==> src/nibble_swap_xor_regs.vh <==
// constants for the nibble swap and xor datapath slice
`ifndef NIBBLE_SWAP_XOR_REGS_VH
`define NIBBLE_SWAP_XOR_REGS_VH
`define OP_NONE 2'h0
`define OP_NIBBLE_SWAP 2'h1
`define OP_XOR_ACC_FILE 2'h2
`define OP_XOR_LITERAL_ACC 2'h3
`define DEST_ACC 1'h0
`define DEST_FILE 1'h1
`define ACC_RESET 8'h00
`define ZERO_RESET 1'h0
`define ZERO_WE_RESET 1'h0
`define FILE_WE_RESET 1'h0
`define FILE_WDATA_RESET 8'h00
`define NIBBLE_W 4
`define BYTE_W 8
`endif

==> src/nibble_swap_xor_ops.v <==
// datapath slice for nibble swap and the two xor operations
`include "nibble_swap_xor_regs.vh"

module nibble_swap_xor_ops #(
    parameter ADDR_W = 7
) (
    // clock and reset
    input wire clk,
    input wire rstn,
    // instruction from decode, one cycle each
    input wire op_valid,
    input wire [1:0] op_code,
    input wire dest_sel,
    input wire [ADDR_W-1:0] file_addr,
    input wire [7:0] literal,
    // file register read data for file_addr, same cycle
    input wire [7:0] file_rdata,
    // file register write port
    output reg file_we,
    output reg [ADDR_W-1:0] file_waddr,
    output reg [7:0] file_wdata,
    // core state
    output reg [7:0] acc,
    output reg zero_flag,
    output reg zero_we
);

////////////////////////////////////////////////////////////////////////
// decode helpers, shared by the write, flag and result paths
function op_match;
    input valid;
    input [1:0] code;
    input [1:0] want;
    begin
        op_match = valid & (code == want);
    end
endfunction

function to_file;
    input sel;
    begin
        to_file = (sel == `DEST_FILE);
    end
endfunction

function to_acc;
    input sel;
    begin
        to_acc = (sel == `DEST_ACC);
    end
endfunction

function all_zero;
    input [7:0] value;
    begin
        all_zero = (value == 8'h00);
    end
endfunction

////////////////////////////////////////////////////////////////////////
// one strobe per accepted op; op_code 0 or a low op_valid leaves all idle
// at most one strobe is high, each nonzero op_code picks exactly one form
// dest_sel means nothing to the literal form, which always lands in acc
wire do_swap;
wire do_xor_file;
wire do_xor_lit;
wire swap_to_acc;
wire swap_to_file;
wire xor_to_acc;
wire xor_to_file;

assign do_swap = op_match(op_valid, op_code, `OP_NIBBLE_SWAP);
assign do_xor_file = op_match(op_valid, op_code, `OP_XOR_ACC_FILE);
assign do_xor_lit = op_match(op_valid, op_code, `OP_XOR_LITERAL_ACC);
assign swap_to_acc = do_swap & to_acc(dest_sel);
assign swap_to_file = do_swap & to_file(dest_sel);
assign xor_to_acc = do_xor_file & to_acc(dest_sel);
assign xor_to_file = do_xor_file & to_file(dest_sel);

////////////////////////////////////////////////////////////////////////
// nibble exchange is pure wiring, one bit pair per pass
wire [7:0] swapped;

genvar bit_idx;
generate
    for (bit_idx = 0; bit_idx < `NIBBLE_W; bit_idx = bit_idx + 1) begin : g_swap
        assign swapped[bit_idx + `NIBBLE_W] = file_rdata[bit_idx];
        assign swapped[bit_idx] = file_rdata[bit_idx + `NIBBLE_W];
    end
endgenerate

////////////////////////////////////////////////////////////////////////
// one operand mux serves both xor forms, so only one 8-bit xor is built
wire [7:0] xor_operand;
wire [7:0] xor_result;

assign xor_operand = do_xor_lit ? literal : file_rdata;

generate
    for (bit_idx = 0; bit_idx < `BYTE_W; bit_idx = bit_idx + 1) begin : g_xor
        assign xor_result[bit_idx] = acc[bit_idx] ^ xor_operand[bit_idx];
    end
endgenerate

////////////////////////////////////////////////////////////////////////
// which state the accepted op touches
wire file_load;
wire zero_load;

assign file_load = swap_to_file | xor_to_file;
// swap leaves the zero flag alone, so only the two xor forms load it
assign zero_load = do_xor_file | do_xor_lit;

////////////////////////////////////////////////////////////////////////
// next values; the write port holds its last address and data between writes
reg [7:0] next_acc;
reg next_zero_flag;
reg next_zero_we;
reg next_file_we;
reg [ADDR_W-1:0] next_file_waddr;
reg [7:0] next_file_wdata;

always @* begin
    next_acc = acc;
    if (swap_to_acc) begin
        next_acc = swapped;
    end else if (xor_to_acc) begin
        next_acc = xor_result;
    end else if (do_xor_lit) begin
        next_acc = xor_result;
    end
end

always @* begin
    // flag holds through swaps and idle cycles
    next_zero_flag = zero_flag;
    if (zero_load) begin
        next_zero_flag = all_zero(xor_result);
    end
end

always @* begin
    next_zero_we = zero_load;
end

always @* begin
    next_file_we = file_load;
end

always @* begin
    next_file_waddr = file_waddr;
    if (file_load) begin
        next_file_waddr = file_addr;
    end
end

always @* begin
    next_file_wdata = file_wdata;
    if (swap_to_file) begin
        next_file_wdata = swapped;
    end else if (xor_to_file) begin
        next_file_wdata = xor_result;
    end
end

////////////////////////////////////////////////////////////////////////
// results land on the next edge; decode must not issue a read of a
// file register written by the previous op without its own bypass
// acc and zero flag are the core's own state
always @(posedge clk) begin
    if (!rstn) begin
        acc <= `ACC_RESET;
    end else begin
        acc <= next_acc;
    end
end

always @(posedge clk) begin
    if (!rstn) begin
        zero_flag <= `ZERO_RESET;
    end else begin
        zero_flag <= next_zero_flag;
    end
end

// write port address and data
always @(posedge clk) begin
    if (!rstn) begin
        file_waddr <= {ADDR_W{1'b0}};
    end else begin
        file_waddr <= next_file_waddr;
    end
end

always @(posedge clk) begin
    if (!rstn) begin
        file_wdata <= `FILE_WDATA_RESET;
    end else begin
        file_wdata <= next_file_wdata;
    end
end

////////////////////////////////////////////////////////////////////////
// one-cycle pulses for the core's status and file logic
always @(posedge clk) begin
    if (!rstn) begin
        zero_we <= `ZERO_WE_RESET;
    end else begin
        zero_we <= next_zero_we;
    end
end

always @(posedge clk) begin
    if (!rstn) begin
        file_we <= `FILE_WE_RESET;
    end else begin
        file_we <= next_file_we;
    end
end

endmodule

==> config.mk <==
export PLATFORM = sky130hd
export DESIGN_NAME = nibble_swap_xor_ops
export DESIGN_NICKNAME = d
export VERILOG_FILES = /design/src/nibble_swap_xor_ops.v
export VERILOG_INCLUDE_DIRS = /design/src
export SDC_FILE = /design/constraint.sdc
export NUM_CORES = 1
export LEC_CHECK = 0
export BUFFER_PORTS_ARGS = -buffer_cell sky130_fd_sc_hd__buf_2
export CAP_MARGIN = 20
export CORE_MARGIN = 3
export CORE_UTILIZATION = 48
export CTS_BUF_LIST = sky130_fd_sc_hd__clkbuf_8 sky130_fd_sc_hd__clkbuf_16
export DETAILED_ROUTE_END_ITERATION = 12
export PLACE_DENSITY_LB_ADDON = 0.15
export SETUP_SLACK_MARGIN = 0.05
export SLEW_MARGIN = 20
export SYNTH_ARGS = -nofsm -noshare
export SYNTH_HDL_FRONTEND = slang
export SYNTH_SLANG_ARGS = --single-unit
export TNS_END_PERCENT = 10
==> constraint.sdc <==
create_clock -name clk -period 3.2 [get_ports clk]
set_input_delay 0.64 -clock clk [delete_from_list [all_inputs] [get_ports clk]]
set_output_delay 0.64 -clock clk [all_outputs]
set_load 0.01 [all_outputs]
==> results.txt, run 1 <==
----------------------------------------------------
[Run status]
  Status ... finished clean

[Synthesis]
  Cells after synthesis ... 119
  Post-synth cell types ... 22
  Post-synthesis sequential area ratio ... 44.83%
  Number of nets produced by synthesis ... 148
  Netlist area before placement ... 1161 µm²
  Yosys reg bits ... 26
  Syn_area_per_cell ... 9.757 µm²
  Number of warnings reported in the yosys synthesis log ... 0

[Power and ir drop]
  Design internal power ... 0.0004774 W
  Proportion of total power due to net switching ... 26.54%
  Sequential fraction of design power ... 53.6%
  Switching component of the power ... 0.0001725 W
  Power Dens Cells ... 436.1 nW/µm²
  Logic gate share of total power ... 19.2%
  IR Drop Worst-Case VDD ... 278.2 µV
  Leakage power total ... 0.7563 nW
  Clock share of power ... 27.2%

[Worst setup path]
  Required @ worst endpoint ... 3330 ps
  Kind of critical path ... input port to flop
  Critical path endpoint category ... flop
  Nature of the critical path startpoint ... input port
  Arrival time reported for the critical path endpoint ... 2180 ps
  CP max FO ... 16

[CTS]
  Clock tree root driver cell ... clkbuf_8
  Worst-case clock buffer depth ... 2
  TritonCTS clock tree ... yes
  Post-CTS Repair Setup Buffers ... 0
  Clock Pin Slew Worst Setup and Hold Paths ... 80 ps
  Htree depth ... 1
  Count of cells resized by post-cts repair ... 0
  CTS Hold Buffers Added ... 0
  Worst skew pair latency ... 260 ps
  Clock sink total ... 26
  Total clock buffers created by CTS ... 3

[Floorplan]
  Core Rows ... 17
  Placeable core region ... 2255 µm²
  Die outline height ... 55.19 µm
  Full die area ... 3045 µm²
  Top-level I/O count ... 55
  Starting Density ... 51.50%
  Die Width ... 55.19 µm

[Timing]
  Actual slew at the worst max-slew pin ... 778.3 ps
  Worst Setup Slack, final ... 1151 ps
  Fin. Hold Viols ... 0
  Unrepaired setup endpoints after global routing ... no
  Final cycle utilization of the critical path ... 64.03%
  Maximum clock frequency ... 0.4880 GHz
  Setup skew after layout ... 3.394 ps
  Shortest period the worst path allows ... 2049 ps
  Max transition margin ... 47.96%
  Sum of negative setup slack ... 0 ps
  Final Max Slew Viols ... 0
  Final setup viols ... 0

[Drt]
  Iter 0 DRT Violations ... 59
  Wire per inst ... 15.12 µm
  DRT Pass-1 Iters ... 4
  Count of nets left with antenna violations after detail routing ... 0
  Average via count per standard cell ... 5.600
  Post-detailed-route DRC marker count ... 0
  Total Wirelength ... 3.023 mm
  Total vias in the final route ... 1120

[Cells and area]
  Most common cell after layout, fill and taps aside ... buf_2
  Leading cell types in the layout, fill and taps excluded ... 54 x buf_2, 26 x dfxtp_1, 18 x nor2_1
  Synth-to-Final Area Change ... 28.34%
  Total Nets Final ... 203
  Ratio of cells with drive above 1 in the final layout ... 36.63%
  Fillers ... 211
  Count of antenna diodes in the layout ... 0

[Global route]
  Via count of the first global-routing pass ... 998
  Number of antenna violations at the first check in global routing ... 0
  Total congestion overflow after global routing ... 0
  Maximum number of pins on one net before global-route repair ... 26
  Global-route wire length before repair ... 4.595 mm
  Total routing usage reported by global routing ... 21.09%

[Worst hold path]
  Path class of the lowest-slack min-delay path ... flop to flop

[Placed design]
  Worst setup timing slack at the placement stage ... 844.0 ps
  Input/output buffers ... 54
  Weighted congestion reported at the end of routability-driven placement ... 0.7932
  DP HPWL ... 2.258 mm

[Run]
  Count of maximum capacitance violations ... 0

----------------------------------------------------
==> worst max-delay path, cell delays in order <==
cell	delay [ps]
buf_2	160
xor2_1	170
nand3_1	570
a222oi_1	570
nor2_1	70
==> path summary, 6_finish.rpt <==
check,from,to,slack [ps],depth (start not counted)
worst max-delay path,op_code[1],file_wdata[1]$_SDFFE_PN0P_,1150,5
worst min-delay path,file_waddr[5]$_SDFFE_PN0P_,file_waddr[5]$_SDFFE_PN0P_,500,2
worst max register to register,acc[6]$_SDFFE_PN0P_,zero_flag$_SDFFE_PN0P_,2080,3
worst min register to register,file_waddr[5]$_SDFFE_PN0P_,file_waddr[5]$_SDFFE_PN0P_,500,2
==> sequential cells by signal, summed over array words and instances, names as in the netlist <==
register    cells
file_wdata      8
file_we         1
zero_we         1
file_waddr      7
zero_flag       1
acc             8
==> final cells by class <==
type / count / area (µm²) / share of cell area (%)
inverter: 2 / 7.507 / 0.5038
clock buffer: 3 / 41.29 / 2.771
timing repair buffer: 55 / 277.8 / 18.64
tap: 28 / 35.03 / 2.351
sequential: 26 / 520.5 / 34.93
multi-input combinational: 86 / 608.1 / 40.81
==> power groups by stage <==
stage | Clock, W | Combinational, W | Sequential (W)
after floorplan | 0 | 0.0000678 | 0.000363
after global placement | 0 | 0.000121 | 0.000355
after detailed placement | 0 | 0.000125 | 0.000356
after CTS | 0.000182 | 0.000125 | 0.000348
after global routing | 0.000193 | 0.000137 | 0.000350
final | 0.000177 | 0.000125 | 0.000348
==> cell usage after synthesis <==
cell type | count | area share (%)
dfxtp_1 | 26 | 45
nor2_1 | 18 | 5.8
mux2i_1 | 15 | 13
nand2_1 | 10 | 3.2
a21oi_1 | 8 | 3.4
a222oi_1 | 8 | 6.9
a22oi_1 | 8 | 5.2
xnor2_1 | 8 | 6.0
clkbuf_1 | 2 | 0.65
inv_1 | 2 | 0.65
nor3b_2 | 2 | 2.2
nor4_1 | 2 | 1.1
a21oi_2 | 1 | 0.75
a31o_1 | 1 | 0.75
and3_1 | 1 | 0.54
buf_2 | 1 | 0.43
buf_4 | 1 | 0.65
clkbuf_2 | 1 | 0.43
nand3_1 | 1 | 0.43
nand3_4 | 1 | 1.5
nor3_2 | 1 | 0.86
xor2_1 | 1 | 0.75
==> metal layers <==
layer  routed length (µm)  vias up  global-route usage (%)
li1                     -      543                       -
met1                 1298      525                   27.51
met2                 1454       48                   35.24
met3                  245        4                   3.217
met4                   24        0                   7.287
met5                    0        -                       0
==> through the flow <==
| stage | total power, W | cell area (µm²) | instances | hold slack [ps] | utilization (%) |
|---|---|---|---|---|---|
| after floorplan | 0.0004303 | 1161 | 119 | 535.4 | - |
| after global placement | 0.0004755 | 1449 | 197 | 472.2 | 64.26 |
| after detailed placement | 0.0004804 | 1449 | 197 | 482.3 | 64.26 |
| after CTS | 0.0006554 | 1490 | 200 | 502.0 | 66.09 |
| after global routing | 0.0006800 | 1490 | 200 | 537.3 | 66.09 |
| final | 0.0006499 | 1490 | 200 | 496.5 | 66.09 |
==> cell families (layout without fill, tap and decap cells) <==
logic type | count (synthesis) | after routing | share of synthesized area, %
xor gates and xnor gates | 9 | 9 | 6.789
DFF | 26 | 26 | 44.83
AOI/OAI and AO/OA | 26 | 26 | 17.03
and+or+nand+nor | 36 | 36 | 15.62
buffers and inverters | 7 | 60 | 2.802
muxes | 15 | 15 | 12.93
(Power assumes the default switching activity.)
==> inputs of run 2 (changes only) <==
--- a/config.mk
+++ b/config.mk
@@ -9,7 +9,7 @@
 export BUFFER_PORTS_ARGS = -buffer_cell sky130_fd_sc_hd__buf_2
 export CAP_MARGIN = 20
 export CORE_MARGIN = 3
-export CORE_UTILIZATION = 48
+export CORE_UTILIZATION = 45
 export CTS_BUF_LIST = sky130_fd_sc_hd__clkbuf_8 sky130_fd_sc_hd__clkbuf_16
 export DETAILED_ROUTE_END_ITERATION = 12
 export PLACE_DENSITY_LB_ADDON = 0.15
==> constraint.sdc (replaced) <==
create_clock -name clk -period 2.05 [get_ports clk]
set_input_delay 0.41 -clock clk [delete_from_list [all_inputs] [get_ports clk]]
set_output_delay 0.41 -clock clk [all_outputs]
set_load 0.01 [all_outputs]
==> run 2 against run 1 <==
Compared with the run above:
- non-clock buffer count up 3
- total power up 57%
- final area up 1.5%
- clock power up 59%
- critical path type unchanged
==> results.txt, run 2 (synthesized netlist as in run 1, its figures left out) <==
----------------------------------------------------
[Global route]
  Total routing usage reported by global routing ... 18.72% (-2.4 points)
  Total congestion overflow after global routing ... 0 (unchanged)
  Maximum number of pins on one net before global-route repair ... 17 (-35%)
  Global-route wire length before repair ... 4.795 mm (+4.4%)
  Number of antenna violations at the first check in global routing ... 0 (unchanged)
  Via count of the first global-routing pass ... 1062 (+6.4%)

[CTS]
  Count of cells resized by post-cts repair ... 0 (unchanged)
  TritonCTS clock tree ... yes
  Clock Pin Slew Worst Setup and Hold Paths ... 90 ps (about the same)
  Total clock buffers created by CTS ... 3 (unchanged)
  Clock sink total ... 26 (unchanged)
  Post-CTS Repair Setup Buffers ... 0 (unchanged)
  CTS Hold Buffers Added ... 0 (unchanged)
  Worst skew pair latency ... 260 ps (about the same)
  Worst-case clock buffer depth ... 2 (unchanged)
  Htree depth ... 1 (unchanged)
  Clock tree root driver cell ... clkbuf_8

[Worst setup path]
  Reg-to-reg startpoint ... acc[2]$_SDFFE_PN0P_
  Kind of critical path ... input port to flop
  Launch point of the critical path ... op_code[1]
  CP max FO ... 8 (-8)
  Arrival time reported for the critical path endpoint ... 1720 ps (-460 ps)
  Cells on worst reg2reg path ... 3 (unchanged)
  Critical path endpoint category ... flop
  R2r setup slk ... 850 ps (-1230 ps)
  Required @ worst endpoint ... 2270 ps (-1060 ps)
  Worst R2R End ... zero_flag$_SDFFE_PN0P_
  Nature of the critical path startpoint ... input port

[Floorplan]
  Full die area ... 3226 µm² (+5.9%)
  Top-level I/O count ... 55 (unchanged)
  Starting Density ... 50.08% (-1.4 points)
  Placeable core region ... 2318 µm² (+2.8%)
  Die Width ... 56.80 µm (+2.9%)
  Core Rows ... 17 (unchanged)
  Die outline height ... 56.80 µm (+2.9%)

[Cells and area]
  Post-route cell area ... 1513 µm² (+1.5%)
  Synth-to-Final Area Change ... 30.28%
  Leading cell types in the layout, fill and taps excluded ... 54 x buf_2, 26 x dfxtp_1, 18 x nor2_1
  Ratio of cells with drive above 1 in the final layout ... 37.71% (+1.1 points)
  Total Nets Final ... 206 (+1.5%)
  Most common cell after layout, fill and taps aside ... buf_2
  Post-route core utilization ... 65.25% (-0.85 points)
  Leading registers by flop count ... acc x8, file_wdata x8, file_waddr x7
  Count of antenna diodes in the layout ... 0 (unchanged)

[Timing]
  Maximum clock frequency ... 0.6649 GHz
  Final worst hold slack ... 379.8 ps (-116.6 ps)
  Worst Setup Slack, final ... 546.0 ps (-604.9 ps)
  Final Max Slew Viols ... 0 (unchanged)
  Actual slew at the worst max-slew pin ... 633.1 ps (-145.3 ps)
  Setup skew after layout ... 6.965 ps (+3.571 ps)
  Fin. Hold Viols ... 0 (unchanged)
  Max transition margin ... 57.64% (+9.7 points)
  Final setup viols ... 0 (unchanged)
  Unrepaired setup endpoints after global routing ... no
  Sum of negative setup slack ... 0 ps (unchanged)
  Final cycle utilization of the critical path ... 73.36%
  Shortest period the worst path allows ... 1504 ps

[Run]
  Count of maximum capacitance violations ... 0 (unchanged)

[Power and ir drop]
  IR Drop Worst-Case VDD ... 471.6 µV (+69%)
  Power Dens Cells ... 676.4 nW/µm² (+55%)
  Leakage power total ... 0.7706 nW (+1.9%)

[Drt]
  DRT Pass-1 Iters ... 5 (+1)
  Average via count per standard cell ... 5.542 (-1.0%)
  Count of nets left with antenna violations after detail routing ... 0 (unchanged)
  Wire per inst ... 14.95 µm (-1.1%)
  Total vias in the final route ... 1125 (+0.45%)
  Total Wirelength ... 3.035 mm (+0.40%)
  Iter 0 DRT Violations ... 67 (+14%)
  Post-detailed-route DRC marker count ... 0 (unchanged)

[Worst hold path]
  Hold EP ... file_waddr[0]$_SDFFE_PN0P_
  Min-Delay Path Depth ... 3 (+1)
  Path class of the lowest-slack min-delay path ... input port to flop
  Launch point of the worst hold path ... file_addr[0]

[Run status]
  Status ... finished clean

[Placed design]
  DP HPWL ... 2.286 mm (+1.2%)
  Post-placement cell area ... 1471 µm² (+1.6%)
  Input/output buffers ... 54 (unchanged)
  Worst setup timing slack at the placement stage ... 275.0 ps (-568.9 ps)
  Weighted congestion reported at the end of routability-driven placement ... 0.7775 (-2.0%)

----------------------------------------------------
[run 2: changes by cell type in the layout (fill, tap and decap cells not counted)]
cell	delta
buf_4	+3
[run 2: worst max path at each step]
stage,endpoint,slack [ps],cells past startpoint
after global placement,zero_flag$_SDFFE_PN0P_,350,6
after CTS,zero_flag$_SDFFE_PN0P_,550,6
after floorplan,file_wdata[5]$_SDFFE_PN0P_,440,6
final,zero_flag$_SDFFE_PN0P_,550,6
after detailed placement,zero_flag$_SDFFE_PN0P_,280,6
after global routing,zero_flag$_SDFFE_PN0P_,360,6
[run 2: power by group]
group	total [W]	switching (W)	internal (W)	leakage [nW]
Combinational	0.000199	0.000110	0.0000887	0.537
Clock	0.000281	0.000149	0.000131	0.0216
Sequential	0.000544	0.0000154	0.000528	0.212
[run 2: critical path, cell delays in order]
cell and delay [ps]:
buf_2 170, nand3_4 190, mux2i_1 230, xnor2_1 150, nor4_1 380, a31o_1 200
[run 2: layer usage]
metal	global-route usage, %	routed length, µm
met3	4.368	279
met2	30.36	1433
met5	0	0
met4	6.954	45
met1	24.02	1276
[run 2: metrics by stage]
| step | instances | power, W |
|---|---|---|
| finish | 203 | 0.001023 |
| global placement | 200 | 0.0007466 |
| detailed placement | 200 | 0.0007534 |
| CTS | 203 | 0.001027 |
| floorplan | 119 | 0.0006717 |
| global route | 203 | 0.001068 |
[run 2: final cells by class]
class | count | area [µm²]
clock buffers | 3 | 41.29
fillers | 217 | 805.8
inverters | 2 | 7.507
multi-input cells | 86 | 608.1
flip-flops and latches | 26 | 520.5
well taps | 28 | 35.03
repair buffers | 58 | 300.3
==> inputs of run 3 (changes only) <==
--- a/config.mk
+++ b/config.mk
@@ -6,10 +6,11 @@
 export SDC_FILE = /design/constraint.sdc
 export NUM_CORES = 1
 export LEC_CHECK = 0
+export ABC_AREA = 1
 export BUFFER_PORTS_ARGS = -buffer_cell sky130_fd_sc_hd__buf_2
 export CAP_MARGIN = 20
 export CORE_MARGIN = 3
-export CORE_UTILIZATION = 45
+export CORE_UTILIZATION = 43
 export CTS_BUF_LIST = sky130_fd_sc_hd__clkbuf_8 sky130_fd_sc_hd__clkbuf_16
 export DETAILED_ROUTE_END_ITERATION = 12
 export PLACE_DENSITY_LB_ADDON = 0.15
==> constraint.sdc (replaced) <==
create_clock -name clk -period 1.3 [get_ports clk]
set_input_delay 0.26 -clock clk [delete_from_list [all_inputs] [get_ports clk]]
set_output_delay 0.26 -clock clk [all_outputs]
set_load 0.01 [all_outputs]
==> run 3 against run 2 <==
Compared with the run above:
- first-iteration DRC count up 33%
- register-to-register slack lost 550 ps
- sequential power is 58% higher
- count of clock-buffer cells in the layout is the same
- combinational power grew 120%
- setup slack worse by 380 ps
- wire length increased by 34%
- clock power rose by 150%
- global-route usage rose by 2.7 points
- critical path depth is 5 higher
- highest routed layer unchanged
==> results.txt, run 3 <==
----------------------------------------------------
[Synthesis]
  Post-synth cell types ... 24 (+9.1%)
  Share of the synthesized area in the top cell type ... 36.36% (-8.5 points)
  Largest cells by area after synthesis ... dfxtp_1 36%, nand2_1 13%, nand3_1 10%, nor2_1 6.8%, inv_1 6.3%
  Cells after synthesis ... 213 (+79%)
  Post-synth ARST share ... 0% (unchanged)
  Number of flops mapped to enable cells by yosys ... 0 (unchanged)
  Most repeated cell in the gate-level netlist after synthesis ... nand2_1
  Post-synthesis sequential area ratio ... 36.36% (-8.5 points)
  Most instantiated flip-flop cell in the synthesis netlist ... dfxtp_1
  Number of nets produced by synthesis ... 242 (+64%)
  Number of warnings reported in the yosys synthesis log ... 0 (unchanged)
  Syn_area_per_cell ... 6.720 µm² (-31%)
  Top cell types by occurrence after synthesis ... 49 x nand2_1, 30 x nand3_1, 26 x dfxtp_1, 26 x nor2_1, 24 x inv_1
  Largest area contributor in the synthesized netlist ... dfxtp_1
  Netlist area before placement ... 1431 µm² (+23%)
  Yosys reg bits ... 26 (unchanged)

[Cells and area]
  Area occupied by multi-input gates ... 773.2 µm² (+27%)
  Fillers ... 314 (+45%)
  Synth-to-Final Area Change ... 39.07%
  Post-route cell area ... 1991 µm² (+32%)
  Leading cell types in the layout, fill and taps excluded ... 54 x buf_2, 48 x nand2_1, 30 x nand3_1
  Sequential Area ... 520.5 µm² (unchanged)
  Leading registers by flop count ... acc x8, file_wdata x8, file_waddr x7
  Count of antenna diodes in the layout ... 0 (unchanged)
  Total Nets Final ... 320 (+55%)
  Most common cell after layout, fill and taps aside ... buf_2
  Ratio of cells with drive above 1 in the final layout ... 34.14% (-3.6 points)

[Worst setup path]
  Kind of critical path ... input port to flop
  Reg-to-reg startpoint ... acc[5]$_SDFFE_PN0P_
  Critical path endpoint category ... flop
  Largest stage delay on the critical path ... 230 ps (-150 ps)
  R2r setup slk ... 300 ps (-550 ps)
  Worst path most repeated cell ... nand2_1
  Arrival time reported for the critical path endpoint ... 1360 ps (-360 ps)
  Nature of the critical path startpoint ... input port
  CP max FO ... 9 (+1)
  Required @ worst endpoint ... 1520 ps (-750 ps)
  Top Family by Delay on Critical Path ... simple AND/OR/NAND/NOR gates
  Slowest cell on the critical path ... nor2_4
  Series of cell instances along the critical path ... buf_2 > nand2_4 > nor2_4 > nand2_2 > nand2_1 > nand2_1 > nand2_1 > nand2_1 > nor2_1 > nand2_1 > a21oi_2
  Launch point of the critical path ... op_valid
  Worst Path Buf+Inv ... 1 (unchanged)

[Drt]
  Total vias in the final route ... 1633 (+45%)
  Wire per inst ... 12.21 µm (-18%)
  Average via count per standard cell ... 4.889 (-12%)
  DRT Pass-1 Iters ... 4 (-1)
  Iter 0 DRT Violations ... 89 (+33%)
  Post-detailed-route DRC marker count ... 0 (unchanged)
  Total Wirelength ... 4.077 mm (+34%)
  Count of nets left with antenna violations after detail routing ... 0 (unchanged)

[Global route]
  Global-route wire length before repair ... 6.796 mm (+42%)
  Total routing usage reported by global routing ... 21.44% (+2.7 points)
  Total congestion overflow after global routing ... 0 (unchanged)
  Maximum number of pins on one net before global-route repair ... 17 (unchanged)
  Number of antenna violations at the first check in global routing ... 0 (unchanged)
  Via count of the first global-routing pass ... 1433 (+35%)

[Power and ir drop]
  Total power consumption of the routed design ... 0.001989 W (+94%)
  IR Drop Worst-Case VDD ... 571.2 µV (+21%)
  Leakage power total ... 1.026 nW (+33%)
  Power Dens Cells ... 999.2 nW/µm² (+48%)

[Worst hold path]
  Launch point of the worst hold path ... file_addr[5]
  Path class of the lowest-slack min-delay path ... input port to flop

[CTS]
  Worst-case clock buffer depth ... 2 (unchanged)
  Clock tree root driver cell ... clkbuf_8
  Total clock buffers created by CTS ... 3 (unchanged)
  Clock Pin Slew Worst Setup and Hold Paths ... 90 ps (about the same)
  CTS Hold Buffers Added ... 0 (unchanged)
  TritonCTS clock tree ... yes
  Clock sink total ... 26 (unchanged)
  Worst skew pair latency ... 280 ps (+20 ps)
  Htree depth ... 1 (unchanged)

[Floorplan]
  Placeable core region ... 3103 µm² (+34%)
  Starting Density ... 46.13% (-4.0 points)
  Core Rows ... 20 (+3)
  Full die area ... 4057 µm² (+26%)
  Top-level I/O count ... 55 (unchanged)
  Die Width ... 63.70 µm (+12%)
  Die outline height ... 63.70 µm (+12%)

[Timing]
  Unrepaired setup endpoints after global routing ... no
  Actual slew at the worst max-slew pin ... 340.7 ps (-292.4 ps)
  Max transition margin ... 77.15% (+20 points)
  Maximum clock frequency ... 0.8822 GHz
  Shortest period the worst path allows ... 1134 ps
  Setup skew after layout ... 4.452 ps (-2.513 ps)
  Final setup viols ... 0 (unchanged)
  Final Max Slew Viols ... 0 (unchanged)
  Fin. Hold Viols ... 0 (unchanged)
  Final cycle utilization of the critical path ... 87.19%

[Placed design]
  Post-placement cell area ... 1912 µm² (+30%)
  DP HPWL ... 3.105 mm (+36%)
  Input/output buffers ... 54 (unchanged)
  Weighted congestion reported at the end of routability-driven placement ... 0.8489 (+9.2%)

[Run status]
  Status ... finished clean

[Run]
  Count of maximum capacitance violations ... 0 (unchanged)

----------------------------------------------------
run 3: worst paths after layout:
kind                           endpoint  depth (start not counted)
min reg2reg  file_wdata[4]$_SDFFE_PN0P_                          2
min          file_waddr[5]$_SDFFE_PN0P_                          3
max              zero_flag$_SDFFE_PN0P_                         11
max reg2reg      zero_flag$_SDFFE_PN0P_                          7
run 3: worst min-delay path: cells and delay by family:
kind,cells,cell delay [ps]
AOI/OAI and AO/OA,1,60
buffers and inverters,1,70
and+or+nand+nor,1,80
run 3: metrics by stage:
step	hold WS, ps	utilization (%)	std cells	setup TNS (ps)	worst slack, ps
finish	217.1	64.15	334	0	166.5
CTS	212.6	63.91	334	0	141.8
global placement	462.6	61.61	330	-646.5	-125.8
detailed placement	467.8	61.61	330	-886.7	-154.4
floorplan	395.7	-	213	0	45.88
global route	233.5	64.15	334	0	55.48
run 3: cells by family after synthesis:
family | count (synthesis) | share of synthesized area [%]
flip-flops | 26 | 36.36
buffers and inverters | 36 | 10.66
AND/OR/NAND/NOR | 116 | 36.62
AO/OA/AOI/OAI | 35 | 16.35
run 3: layout make-up:
class / count / area share, %
clock inverters: 1 / 1.508
flip-flops and latches: 26 / 26.15
inverters: 30 / 5.657
well taps: 44 / 2.766
multi-input cells: 151 / 38.84
repair buffers: 79 / 23.00
clock buffers: 3 / 2.074
run 3: routing by layer:
layer | vias to the layer above | wire [µm] | global-route usage [%]
li1 | 853 | - | -
met1 | 718 | 1917 | 29.37
met2 | 55 | 1796 | 31.81
met3 | 7 | 271 | 4.635
met4 | 0 | 91 | 9.973
met5 | - | 0 | 0
run 3: repair_timing:
action / in CTS / in global routing
gates resized for setup: 0 / 1
endpoints found under the setup margin: 0 / 1
buffers inserted: 0 / 0
run 3: power breakdown:
| group | switching (W) | internal, W | leakage [nW] |
|---|---|---|---|
| Combinational | 0.000248 | 0.000190 | 0.778 |
| Clock | 0.000276 | 0.000413 | 0.0357 |
| Sequential | 0.0000229 | 0.000839 | 0.212 |
| Total | 0.000547 | 0.00144 | 1.03 |
